[src/pts_defs.vh]
// Offsets, field positions, reset values and constants of the timestamp block
`ifndef PTS_DEFS_VH
`define PTS_DEFS_VH
`define PTS_ADR_CTRL      8'h00
`define PTS_ADR_IRQ_STAT  8'h04
`define PTS_ADR_IRQ_MASK  8'h08
`define PTS_ADR_STATE     8'h0C
`define PTS_CTRL_RST      2'h3
`define PTS_CTRL_TS_EN    0
`define PTS_CTRL_RX_EN    1
`define PTS_IRQ_W         4
`define PTS_IRQ_TX_TS     0
`define PTS_IRQ_RX_TS     1
`define PTS_IRQ_WR_ERR    2
`define PTS_IRQ_RD_ERR    3
`define PTS_IRQ_MASK_RST  4'h0
`define PTS_OP_NONE       2'h0
`define PTS_OP_ONE_STEP   2'h1
`define PTS_OP_TWO_STEP   2'h2
`define PTS_OP_RSVD       2'h3
`define PTS_TIME_W        80
`define PTS_TAG_W         16
`define PTS_TRIM_W        11
`define PTS_NS_PER_SEC    33'h03B9ACA00
`define PTS_TC_SIGN_BIT   63
`define PTS_TRIM_FRAC_SH  13
`endif

[src/pts_tag_fifo.v]
// Flip-flop FIFO holding tag, opcode and capture time of stamped frames
module pts_tag_fifo
#(
    parameter DW = 98,
    parameter AW = 2
)
(
    input  wire          clk_i,
    input  wire          rst_i,
    input  wire          ce_i,
    input  wire          push_i,
    input  wire [DW-1:0] din_i,
    input  wire          pop_i,
    output wire [DW-1:0] dout_o,
    output wire          full_o,
    output wire          empty_o,
    output wire [AW:0]   level_o
);
    localparam DEPTH = 1 << AW;

    reg [DW-1:0] mem_reg [0:DEPTH-1];
    reg [AW-1:0] wr_ptr_reg;
    reg [AW-1:0] rd_ptr_reg;
    reg [AW:0]   cnt_reg;
    wire         do_push;
    wire         do_pop;

    // Refused operations leave the storage untouched
    assign full_o  = (cnt_reg == DEPTH[AW:0]);
    assign empty_o = (cnt_reg == {(AW+1){1'b0}});
    assign do_push = push_i & ~full_o;
    assign do_pop  = pop_i & ~empty_o;
    assign dout_o  = mem_reg[rd_ptr_reg];
    assign level_o = cnt_reg;

    // Storage written by index, no reset needed on data
    always @(posedge clk_i)
    begin
        if (ce_i && do_push)
        begin
            mem_reg[wr_ptr_reg] <= din_i;
        end
    end

    // Pointers and fill count
    always @(posedge clk_i)
    begin
        if (rst_i)
        begin
            wr_ptr_reg <= {AW{1'b0}};
            rd_ptr_reg <= {AW{1'b0}};
            cnt_reg    <= {(AW+1){1'b0}};
        end
        else if (ce_i)
        begin
            if (do_push)
            begin
                wr_ptr_reg <= wr_ptr_reg + 1'b1;
            end
            if (do_pop)
            begin
                rd_ptr_reg <= rd_ptr_reg + 1'b1;
            end
            if (do_push && !do_pop)
            begin
                cnt_reg <= cnt_reg + 1'b1;
            end
            else if (do_pop && !do_push)
            begin
                cnt_reg <= cnt_reg - 1'b1;
            end
        end
    end
endmodule

[src/pts_ctrl.v]
// Timestamp control for the transmit and receive paths with register slave
`include "pts_defs.vh"

// Overview of operation
// - Stamping active only with build option; registers always answer
// - Normal mode: seconds 48 bits, nanoseconds 32
// - Transparent mode: bit63 zero, ns, fraction
// - One-step enable inserts time into frames
// - Trim offsets one-step time, 8.3 ns format
// - Transparent select makes time a correction
// - Transparent mode adds only trim to the correction
// - Correction sign bit forced to zero
// - Flag set on tag FIFO write failure
// - Flag set on tag FIFO read failure
// - Error flags cleared only by path reset or system reset
// - Transmit timestamp output in timer format
// - Receive timestamp valid with start of packet
// - Client tag returned with frame timestamp
module pts_ctrl
#(
    parameter TS_BUILD_OPTION = 1,
    parameter FIFO_AW         = 2
)
(
    input  wire        CORE_CLK_I,
    input  wire        SRST_I,
    input  wire        CE_I,
    input  wire        WB_CYC_I,
    input  wire        WB_STB_I,
    input  wire        WB_WE_I,
    input  wire [7:0]  WB_ADR_I,
    input  wire [3:0]  WB_SEL_I,
    input  wire [31:0] WB_DAT_I,
    output wire [31:0] WB_DAT_O,
    output wire        WB_ACK_O,
    output wire        IRQ_O,
    input  wire        TX_PATH_RST_I,
    input  wire [79:0] TX_SYSTIME_I,
    input  wire        TX_SOP_I,
    input  wire [1:0]  TX_FRAME_TS_OPCODE_I,
    input  wire [15:0] TX_TAG_I,
    input  wire        TX_ONE_STEP_EN_I,
    input  wire [10:0] TX_LAT_TRIM_I,
    input  wire        TRANSP_CLK_MODE_I,
    input  wire        TX_TS_DONE_I,
    output wire        TX_INS_VALID_O,
    output wire [79:0] TX_INS_TS_O,
    output wire        TX_TS_VALID_O,
    output wire [15:0] TX_TS_TAG_O,
    output wire [79:0] TX_TS_O,
    output wire        TX_FIFO_WR_ERR_O,
    output wire        TX_FIFO_RD_ERR_O,
    input  wire [79:0] RX_SYSTIME_I,
    input  wire        RX_SOP_I,
    output wire        RX_TS_VALID_O,
    output wire [79:0] RX_TS_O
);
    localparam FW = `PTS_TAG_W + 2 + `PTS_TIME_W;

    reg  [1:0]              ctrl_reg;
    reg  [`PTS_IRQ_W-1:0]   irq_stat_reg;
    reg  [`PTS_IRQ_W-1:0]   irq_stat_next;
    reg  [`PTS_IRQ_W-1:0]   irq_mask_reg;
    reg                     ack_reg;
    reg  [31:0]             dat_reg;
    reg  [31:0]             dat_next;
    reg                     wr_err_reg;
    reg                     rd_err_reg;
    reg                     ins_valid_reg;
    reg  [79:0]             ins_ts_reg;
    reg                     ts_valid_reg;
    reg  [15:0]             ts_tag_reg;
    reg  [79:0]             ts_reg;
    reg  [79:0]             rx_time_reg;
    wire                    ts_on;
    wire                    stamp_op;
    wire                    push;
    wire                    pop;
    wire                    fifo_full;
    wire                    fifo_empty;
    wire [FIFO_AW:0]        fifo_level;
    wire [FW-1:0]           fifo_dout;
    wire [79:0]             tx_time;
    wire                    wb_req;
    wire                    wb_wr;
    wire [`PTS_IRQ_W-1:0]   events;

    // Clears the correction sign bit in transparent mode
    function [79:0] pts_sign_fix;
        input [79:0] t;
        input        tc;
        begin
            pts_sign_fix = t;
            if (tc)
            begin
                pts_sign_fix[`PTS_TC_SIGN_BIT] = 1'b0;
            end
        end
    endfunction

    // Adds the latency trim in whichever time format is active
    function [79:0] pts_trim_add;
        input [79:0] t;
        input [10:0] trim;
        input        tc;
        reg   [62:0] sum;
        reg   [32:0] ns;
        begin
            sum = 63'h0;
            ns  = 33'h0;
            pts_trim_add = t;
            if (tc)
            begin
                // Fraction is 16 bits, trim fraction only 3 of them
                sum = t[62:0] + ({52'h0, trim} << `PTS_TRIM_FRAC_SH);
                pts_trim_add = {t[79:64], 1'b0, sum};
            end
            else
            begin
                // Whole ns only; trim fraction has no place here
                ns = {1'b0, t[31:0]} + {25'h0, trim[10:3]};
                if (ns >= `PTS_NS_PER_SEC)
                begin
                    ns = ns - `PTS_NS_PER_SEC;
                    pts_trim_add[79:32] = t[79:32] + 48'h1;
                end
                pts_trim_add[31:0] = ns[31:0];
            end
        end
    endfunction

    // Stamping disabled when built without timestamping or with the enable bit clear; registers still answer
    assign ts_on    = (TS_BUILD_OPTION != 0) & ctrl_reg[`PTS_CTRL_TS_EN];
    assign stamp_op = (TX_FRAME_TS_OPCODE_I == `PTS_OP_ONE_STEP) |
                      (TX_FRAME_TS_OPCODE_I == `PTS_OP_TWO_STEP);
    assign push     = ts_on & TX_SOP_I & stamp_op;
    assign pop      = ts_on & TX_TS_DONE_I;
    assign tx_time  = pts_sign_fix(TX_SYSTIME_I, TRANSP_CLK_MODE_I);

    // Tag FIFO pairs each stamped frame with its tag
    pts_tag_fifo
    #(
        .DW (FW),
        .AW (FIFO_AW)
    )
    u_tag_fifo
    (
        .clk_i   (CORE_CLK_I),
        .rst_i   (SRST_I | TX_PATH_RST_I),
        .ce_i    (CE_I),
        .push_i  (push),
        .din_i   ({TX_TAG_I, TX_FRAME_TS_OPCODE_I, tx_time}),
        .pop_i   (pop),
        .dout_o  (fifo_dout),
        .full_o  (fifo_full),
        .empty_o (fifo_empty),
        .level_o (fifo_level)
    );

    // Transmit capture, insertion and two-step return
    always @(posedge CORE_CLK_I)
    begin
        if (SRST_I || TX_PATH_RST_I)
        begin
            ins_valid_reg <= 1'b0;
            ins_ts_reg    <= 80'h0;
            ts_valid_reg  <= 1'b0;
            ts_tag_reg    <= 16'h0;
            ts_reg        <= 80'h0;
        end
        else if (CE_I)
        begin
            // Insertion time sampled at start of packet
            ins_valid_reg <= push & TX_ONE_STEP_EN_I &
                (TX_FRAME_TS_OPCODE_I == `PTS_OP_ONE_STEP);
            if (push)
            begin
                ins_ts_reg <= pts_trim_add(tx_time, TX_LAT_TRIM_I,
                                           TRANSP_CLK_MODE_I);
            end
            // Two-step time is untrimmed; trim is relative to it
            ts_valid_reg <= pop & ~fifo_empty;
            if (pop && !fifo_empty)
            begin
                ts_tag_reg <= fifo_dout[FW-1:FW-16];
                ts_reg     <= fifo_dout[79:0];
            end
        end
    end

    // Error flags stick until the transmit path is reset
    always @(posedge CORE_CLK_I)
    begin
        if (SRST_I || TX_PATH_RST_I)
        begin
            wr_err_reg <= 1'b0;
            rd_err_reg <= 1'b0;
        end
        else if (CE_I)
        begin
            if (push && fifo_full)
            begin
                wr_err_reg <= 1'b1;
            end
            if (pop && fifo_empty)
            begin
                rd_err_reg <= 1'b1;
            end
        end
    end

    // Receive time pipelined one stage ahead of the capture plane
    always @(posedge CORE_CLK_I)
    begin
        if (SRST_I)
        begin
            rx_time_reg <= 80'h0;
        end
        else if (CE_I)
        begin
            rx_time_reg <= pts_sign_fix(RX_SYSTIME_I, TRANSP_CLK_MODE_I);
        end
    end

    assign TX_INS_VALID_O   = ins_valid_reg;
    assign TX_INS_TS_O      = ins_ts_reg;
    assign TX_TS_VALID_O    = ts_valid_reg;
    assign TX_TS_TAG_O      = ts_tag_reg;
    assign TX_TS_O          = ts_reg;
    assign TX_FIFO_WR_ERR_O = wr_err_reg;
    assign TX_FIFO_RD_ERR_O = rd_err_reg;
    // Valid follows the packet start within the same cycle
    assign RX_TS_VALID_O    = ts_on & ctrl_reg[`PTS_CTRL_RX_EN] &
                              RX_SOP_I;
    assign RX_TS_O          = rx_time_reg;

    // Events feeding the sticky status bits
    assign events = {pop & fifo_empty, push & fifo_full,
                     RX_TS_VALID_O, pop & ~fifo_empty};

    // Bus request decode; ack answers one cycle after the strobe
    assign wb_req = WB_CYC_I & WB_STB_I & ~ack_reg;
    assign wb_wr  = wb_req & WB_WE_I & WB_SEL_I[0];

    // Set wins over a write-one clear in the same cycle
    always @*
    begin
        irq_stat_next = irq_stat_reg;
        if (wb_wr && WB_ADR_I == `PTS_ADR_IRQ_STAT)
        begin
            irq_stat_next = irq_stat_reg & ~WB_DAT_I[`PTS_IRQ_W-1:0];
        end
        irq_stat_next = irq_stat_next | events;
    end

    // Read data mux; unmapped addresses read zero
    always @*
    begin
        dat_next = 32'h0;
        case (WB_ADR_I)
            `PTS_ADR_CTRL:     dat_next[1:0] = ctrl_reg;
            `PTS_ADR_IRQ_STAT: dat_next[3:0] = irq_stat_reg;
            `PTS_ADR_IRQ_MASK: dat_next[3:0] = irq_mask_reg;
            `PTS_ADR_STATE:
            begin
                dat_next[0]            = wr_err_reg;
                dat_next[1]            = rd_err_reg;
                dat_next[2]            = fifo_empty;
                dat_next[3]            = fifo_full;
                dat_next[8+FIFO_AW:8]  = fifo_level;
            end
            default:           dat_next = 32'h0;
        endcase
    end

    // Register file and bus handshake
    always @(posedge CORE_CLK_I)
    begin
        if (SRST_I)
        begin
            ctrl_reg     <= `PTS_CTRL_RST;
            irq_stat_reg <= {`PTS_IRQ_W{1'b0}};
            irq_mask_reg <= `PTS_IRQ_MASK_RST;
            ack_reg      <= 1'b0;
            dat_reg      <= 32'h0;
        end
        else if (CE_I)
        begin
            ack_reg      <= wb_req;
            irq_stat_reg <= irq_stat_next;
            if (wb_req && !WB_WE_I)
            begin
                dat_reg <= dat_next;
            end
            if (wb_wr && WB_ADR_I == `PTS_ADR_CTRL)
            begin
                ctrl_reg <= WB_DAT_I[1:0];
            end
            if (wb_wr && WB_ADR_I == `PTS_ADR_IRQ_MASK)
            begin
                irq_mask_reg <= WB_DAT_I[`PTS_IRQ_W-1:0];
            end
        end
    end

    assign WB_ACK_O = ack_reg;
    assign WB_DAT_O = dat_reg;
    // Level interrupt while any unmasked status bit stands
    assign IRQ_O    = |(irq_stat_reg & irq_mask_reg);
endmodule

[config.mk]
export PLATFORM = sky130hd
export DESIGN_NAME = pts_ctrl
export DESIGN_NICKNAME = d
export VERILOG_FILES = /design/src/pts_tag_fifo.v /design/src/pts_ctrl.v
export VERILOG_INCLUDE_DIRS = /design/src
export SDC_FILE = /design/constraint.sdc
export NUM_CORES = 1
export LEC_CHECK = 0
export ABC_AREA = 1
export CORE_UTILIZATION = 45
export DETAILED_ROUTE_END_ITERATION = 12
export DONT_BUFFER_PORTS = 1
export GPL_ROUTABILITY_DRIVEN = 1
export HOLD_SLACK_MARGIN = 0.05
export REMOVE_ABC_BUFFERS = 1
export SYNTH_ARGS = -nofsm -noshare
export SYNTH_HDL_FRONTEND = slang
export SYNTH_SLANG_ARGS = --single-unit
[constraint.sdc]
create_clock -name CORE_CLK_I -period 10.01 [get_ports CORE_CLK_I]
set_input_delay 1.5015 -clock CORE_CLK_I [delete_from_list [all_inputs] [get_ports CORE_CLK_I]]
set_output_delay 1.5015 -clock CORE_CLK_I [all_outputs]
set_load 0.02 [all_outputs]
==> results of run 1 <==
==> Yosys cell counts, drive strengths merged <==
library cell,n
o22ai,1
buf,57
o21a,26
nand2,564
o31ai,3
a21boi,1
clkinv,2
fa,3
nand4,61
o41ai,2
dfxtp,285
edfxtp,384
nor3,41
and2,4
conb,1
xor2,66
a31oi,100
o21ai,493
o2111ai,3
and3,1
clkbuf,154
a21oi,102
o211ai,5
nand3b,5
a22oi,3
or2,4
xnor2,6
nand3,163
nor2,745
o21bai,16
nor3b,3
ha,27
nor4,19
inv,269
a21o,1
==> worst min path at each step <==
stage	cells after the start	to	start
6_report	2	irq_stat_reg[2]$_SDFFE_PP0P_	irq_stat_reg[2]$_SDFFE_PP0P_
5_1_grt	2	irq_stat_reg[2]$_SDFFE_PP0P_	irq_stat_reg[2]$_SDFFE_PP0P_
4_1_cts	2	irq_stat_reg[2]$_SDFFE_PP0P_	irq_stat_reg[2]$_SDFFE_PP0P_
3_5_place_dp	2	irq_stat_reg[2]$_SDFFE_PP0P_	irq_stat_reg[2]$_SDFFE_PP0P_
3_3_place_gp	2	irq_stat_reg[2]$_SDFFE_PP0P_	irq_stat_reg[2]$_SDFFE_PP0P_
2_1_floorplan	2	irq_stat_reg[2]$_SDFFE_PP0P_	irq_stat_reg[2]$_SDFFE_PP0P_
==> power by group <==
group	internal (mW)	leakage, nW	switching [mW]
Sequential	2.96	5.79	0.0803
Combinational	0.109	6.03	0.269
Clock	1.62	1.20	1.13
Total	4.69	13.0	1.48
==> cells by family after synthesis <==
logic type / after synthesis
other: 1
and+or+nand+nor: 1610
buffers and inverters: 482
AOI/OAI and AO/OA: 756
DFF: 669
adders and majority gates: 30
xor gates and xnor gates: 72
==> critical path, stage by stage <==
cell	delay, ns
ha_1	0.34
nand2_1	0.09
nand2_1	0.10
a21oi_1	0.20
nand3_1	0.25
nand2_1	0.11
and2_1	0.29
inv_1	0.13
ha_1	0.23
inv_1	0.10
nand2_1	0.08
nand2_1	0.14
nand2_1	0.07
nand2_1	0.18
nand3_2	0.12
nand3_2	0.57
buf_4	0.58
nand2_1	0.11
o21ai_1	0.14
nand2_1	0.08
a21oi_1	0.14
==> final cells by class <==
cell class	instances	area (um^2)
Inverter	271	1030
Clock buffer	101	2060
Timing Repair Buffer	24	218
Fill cell	6373	33700
Sequential cell	669	17200
Antenna cell	2	5.00
Tap cell	873	1090
Multi-Input combinational cell	2493	11900
Clock inverter	33	420
==> routing by layer <==
| metal | vias to the layer above | GRT usage [%] |
|---|---|---|
| li1 | 11994 | - |
| met3 | 129 | 5.56 |
| met5 | - | 0 |
| met2 | 787 | 42.1 |
| met4 | 0 | 8.55 |
| met1 | 11648 | 36.1 |
==> metrics by stage <==
step / cells / setup slack, ns / hold slack [ns]
2_1_floorplan: 3433 / 1.32 / 0.433
3_3_place_gp: 4330 / 4.38 / 0.446
3_5_place_dp: 4330 / 4.36 / 0.457
4_1_cts: 4464 / 5.00 / 0.465
5_1_grt: 4465 / 4.55 / 0.475
6_report: 4466 / 4.96 / 0.466
==> cells in the final DEF (no fill, tap or decap), types with 15 or more instances in the layout <==
| cell type | instances |
|---|---|
| o21bai_1 | 16 |
| a21oi_1 | 102 |
| o21ai_0 | 479 |
| xor2_1 | 66 |
| nor2_1 | 729 |
| conb_1 | 25 |
| ha_1 | 27 |
| dfxtp_1 | 283 |
| inv_1 | 252 |
| nand2_1 | 552 |
| nor4_1 | 19 |
| edfxtp_1 | 384 |
| nor3_1 | 41 |
| buf_4 | 21 |
| a31oi_1 | 100 |
| nand3_1 | 158 |
| clkbuf_16 | 73 |
| nand4_1 | 60 |
| o21a_1 | 26 |
| clkbuf_1 | 15 |
==> key figures, run 1 <==
Timing
  • Final worst-path cycle share: 50.5%
  • Clock period minus worst slack: 5.05 ns
  • Max Fclk: 0.198 GHz
  • Worst Skew: 0.0325 ns
  • Setup violators final: 0
  • Max Transition Viols Final: 0
  • Final hold viol count: 0
  • Post-route setup TNS: 0 ns
  • Actual slew at the worst max-slew pin: 1.19 ns
  • Worst slew margin: 19.7%
  • RSZ-0062 raised after global routing: no

Layout
  • Final design utilization: 50.2%
  • Share of cells above drive strength 1: 5.46%
  • Layout Nets: 3806
  • Largest register FFs: 384
  • Design area: 0.0340 mm^2
  • Synth-to-Final Area Change: 9.74%

Setup path
  • CP max FO: 54
  • Critical Path AT: 5.58 ns
  • WP data required: 10.54 ns
  • Launch point of the worst path: TX_SYSTIME_I[6]
  • CP endpoint: TX_INS_TS_O[77]$_SDFFE_PP0P_
  • Critical Path Sink Type: register
  • Worst reg2reg path startpoint: ctrl_reg[0]$_SDFFE_PP1P_
  • R2r setup slk: 6.65 ns
  • Reg2reg path depth: 8
  • Reg-to-reg endpoint: u_tag_fifo.mem_reg[1][97]$_DFFE_PP_
  • CP startpoint kind: input pin
  • CP Class: in -> reg

Clocking
  • CTS Root Cell: clkbuf_16
  • Clock-pin transition on the worst setup and hold timing paths: 0.06 ns
  • Post-cts repair resize count: 0
  • Post-CTS Setup Bufs: 0
  • CTS buffer count: 72
  • Clock Sinks: 669
  • Hold-fix buffers at CTS: 0
  • # H-tree levels: 3
  • Longest Clk Path Bufs: 3
  • Clock Latency Late Sink: 0.62 ns
  • CTS tree: built

Detailed routing
  • DR pass1 iterations: 7
  • Met3 routed WL: 6.56 mm
  • Vias post-DR: 24558
  • Vias per cell: 5.50
  • Met1 wire length: 41.7 mm
  • Drt total wl: 94.8 mm
  • Highest routed layer: met4
  • Residual DRC count: 0
  • 1st-iter DRT viols: 1853
  • Avg WL per Cell: 21.2 um
  • Post-DRT Antenna Nets: 0
  • Met2 WL: 43.8 mm

Global routing
  • Initial antenna violation count: 1
  • Vias in the first global route: 22636
  • First-pass GRT wire length: 141 mm
  • Global Route Usage Sum: 26.5%
  • Largest net degree at the start of global routing: 175
  • Grt ovf: 0

Synth
  • XOR/XNOR Fraction of Synth Area: 2.04%
  • Leading area contributor after synthesis: edfxtp_1
  • Post-synthesis mux area share: 0%
  • Area share of the largest cell type after synthesis: 37.3%
  • Adder-Cell Fraction of Synth Area: 1.29%
  • Distinct cells, synth: 48
  • Sequential fraction of the synthesis area: 55.7%
  • Largest family of logic cells by synthesized area: simple AND/OR/NAND/NOR gates
  • Synth top area cells: edfxtp_1 (37%), dfxtp_1 (18%), nor2_1 (8.9%)
  • Post-Syn Area: 0.0310 mm^2
  • Syn Inst Count: 3620
  • Avg Cell Area, Syn: 8.55 um^2
  • Compound-Gate Fraction of Synth Area: 13.1%
  • Total number of yosys warnings: 0
  • Simple-Gate Fraction of Synth Area: 21.5%
  • Register bit total from synthesis: 669

Placed design
  • PortBufs: 0
  • RD Place Congestion: 0.973
  • Placed Instance Area: 0.0315 mm^2
  • Post-DP HPWL: 63.7 mm

Floorplan
  • Core area: 0.0676 mm^2
  • Die H: 264 um
  • Site Rows: 95
  • Boundary pin count: 540
  • Die width: 264 um
  • Starting Density: 45.8%
  • Die area: 0.0698 mm^2

Min path
  • Worst hold path type: reg -> reg

Job
  • Max-cap check violation count: 0

Power
  • P per Cell Area: 181 mW/mm^2
  • Static Leak: 13.0 nW
  • Peak supply drop: 0.117 mV
  • Power Total: 6.16 mW

Run status
  • Status: finished clean
No activity file was read; power rests on OpenSTA's default activity.
==> run 2: changes to the inputs <==
==> constraint.sdc (replaced) <==
create_clock -name CORE_CLK_I -period 4.5 [get_ports CORE_CLK_I]
set_input_delay 0.675 -clock CORE_CLK_I [delete_from_list [all_inputs] [get_ports CORE_CLK_I]]
set_output_delay 0.675 -clock CORE_CLK_I [all_outputs]
set_load 0.02 [all_outputs]
==> run 2 against run 1 <==
Net effect:
- worst hold slack got worse by 0.34 ns
- non-clock buffer count increased by 12
- sequential cell count stayed put
==> key figures, run 2 (synthesized netlist as in run 1, its figures left out) <==
Timing
  • Hold WS: 0.125 ns
  • Final hold viol count: 0
  • Max Fclk: 0.283 GHz
  • Worst Skew: 0.0294 ns
  • Clock period minus worst slack: 3.53 ns
  • Post-route setup TNS: 0 ns
  • Worst Slack Setup Final: 0.967 ns
  • Setup violators final: 0
  • Worst slew margin: 24.6%
  • Final worst-path cycle share: 78.5%
  • Max Transition Viols Final: 0
  • Actual slew at the worst max-slew pin: 1.13 ns
  • RSZ-0062 raised after global routing: no

Clocking
  • # H-tree levels: 3
  • Post-cts repair resize count: 0
  • Longest Clk Path Bufs: 3
  • CTS tree: built
  • Post-CTS Setup Bufs: 0
  • Hold-fix buffers at CTS: 0
  • Clock Sinks: 669
  • Clock Latency Late Sink: 0.62 ns
  • CTS buffer count: 74
  • CTS Root Cell: clkbuf_16
  • Clock-pin transition on the worst setup and hold timing paths: 0.06 ns

Detailed routing
  • Residual DRC count: 0
  • 1st-iter DRT viols: 1820
  • Vias per cell: 5.51
  • Avg WL per Cell: 21.4 um
  • Vias post-DR: 24708
  • Post-DRT Antenna Nets: 0
  • DR pass1 iterations: 5
  • Drt total wl: 95.8 mm

Global routing
  • First-pass GRT wire length: 143 mm
  • Most Crowded Layer GR: met2
  • Vias in the first global route: 22792
  • Grt ovf: 0
  • Met3 usage: 6.32%
  • Largest net degree at the start of global routing: 174
  • Global Route Usage Sum: 26.8%
  • Global Route met2 Usage: 42.7%
  • Initial antenna violation count: 1
  • Met1 Use GR: 36.8%

Placed design
  • Pre-CTS setup slack: 0.426 ns
  • PortBufs: 0
  • Post-DP HPWL: 64.7 mm
  • Placed Instance Area: 0.0317 mm^2
  • RD Place Congestion: 0.990

Setup path
  • Worst reg2reg path startpoint: ctrl_reg[0]$_SDFFE_PP1P_
  • Critical-path top delay cell: ha_1
  • Critical Path Sink Type: register
  • Critical Path AT: 4.08 ns
  • WP data required: 5.04 ns
  • CP startpoint kind: input pin
  • Cell mode on critical path: nand2_1
  • Critical path, cell by cell: ha_1 > nand2_1 > nand2_1 > nand2_1 > nand2_1 > nand2_1 > nand3_1 > nand2_1 > and2_1 > inv_1 > ha_1 > inv_1 > nand2_1 > nand2_1 > nand2_1 > nand2_1 > nand3_2 > nand3_2 > buf_4 > nand2_1 > nand2_1 > nand3_1 > a21oi_1
  • CP endpoint: TX_INS_TS_O[17]$_SDFFE_PP0P_
  • R2r setup slk: 1.88 ns
  • Launch point of the worst path: TX_SYSTIME_I[2]
  • CP max FO: 30
  • Reg2reg path depth: 9
  • Slowest cell delay on critical path: 0.36 ns
  • Reg-to-reg endpoint: TX_INS_TS_O[53]$_SDFFE_PP0P_
  • CP Class: in -> reg

Floorplan
  • Die width: 264 um
  • Site Rows: 95
  • Core area: 0.0676 mm^2
  • Starting Density: 45.8%
  • Boundary pin count: 540
  • Die area: 0.0698 mm^2
  • Die H: 264 um

Power
  • Static Leak: 13.1 nW
  • Peak supply drop: 0.301 mV
  • P per Cell Area: 406 mW/mm^2
  • Power Total: 13.9 mW

Job
  • Max-cap check violation count: 0

Layout
  • Most frequent cells in the layout: nor2_1 (729), nand2_1 (552), o21ai_0 (479)
  • Design area: 0.0342 mm^2
  • Largest register FFs: 384
  • Commonest non-fill, non-tap cell in the layout: nor2_1
  • Synth-to-Final Area Change: 10.5%
  • Layout Nets: 3820
  • Share of cells above drive strength 1: 5.88%

Run status
  • Status: finished clean

Min path
  • Worst hold start: SRST_I
  • Worst hold path type: in -> reg
==> run 2: critical path, delay by kind of cell <==
kind | cells | cell delay (ns)
simple gates | 17 | 2.01
buf+inv | 3 | 0.61
compound gates | 1 | 0.19
fa+ha+maj | 2 | 0.59
==> run 2: final cells by class <==
| cell class | instances | area [um^2] |
|---|---|---|
| inverters | 271 | 1030 |
| well taps | 873 | 1090 |
| flip-flops and latches | 669 | 17200 |
| fillers | 6384 | 33400 |
| repair buffers | 36 | 395 |
| multi-input cells | 2493 | 11900 |
| clock buffers | 105 | 2200 |
| clock inverters | 33 | 354 |
| diodes | 3 | 7.51 |
==> run 2: power breakdown <==
group / total, mW / internal, mW / switching (mW)
clock: 6.25 / 3.72 / 2.53
sequential: 6.77 / 6.59 / 0.180
combinational: 0.856 / 0.252 / 0.604
total: 13.9 / 10.6 / 3.31
==> run 2: how the worst min path moves through the flow <==
stage / depth (start not counted) / slack [ns] / endpoint
2_1_floorplan: 2 / 0.43 / irq_stat_reg[2]$_SDFFE_PP0P_
3_3_place_gp: 2 / 0.45 / irq_stat_reg[2]$_SDFFE_PP0P_
3_5_place_dp: 2 / 0.45 / irq_stat_reg[2]$_SDFFE_PP0P_
4_1_cts: 1 / 0.1 / irq_stat_reg[1]$_SDFFE_PP0P_
5_1_grt: 1 / 0.11 / WB_DAT_O[1]$_SDFFE_PP0P_
6_report: 1 / 0.13 / WB_ACK_O$_SDFFE_PP0P_
==> run 2: stage by stage <==
stage	std cells	util, %
global route	4481	50.6
global placement	4342	46.8
detailed placement	4342	46.8
floorplan	3433	-
finish	4483	50.6
CTS	4480	50.6
==> run 2: metal layers <==
metal	share of wire, %	vias up
met5	0	-
met1	44	11771
met4	2.1	0
met2	46	781
li1	-	12031
met3	7.6	125
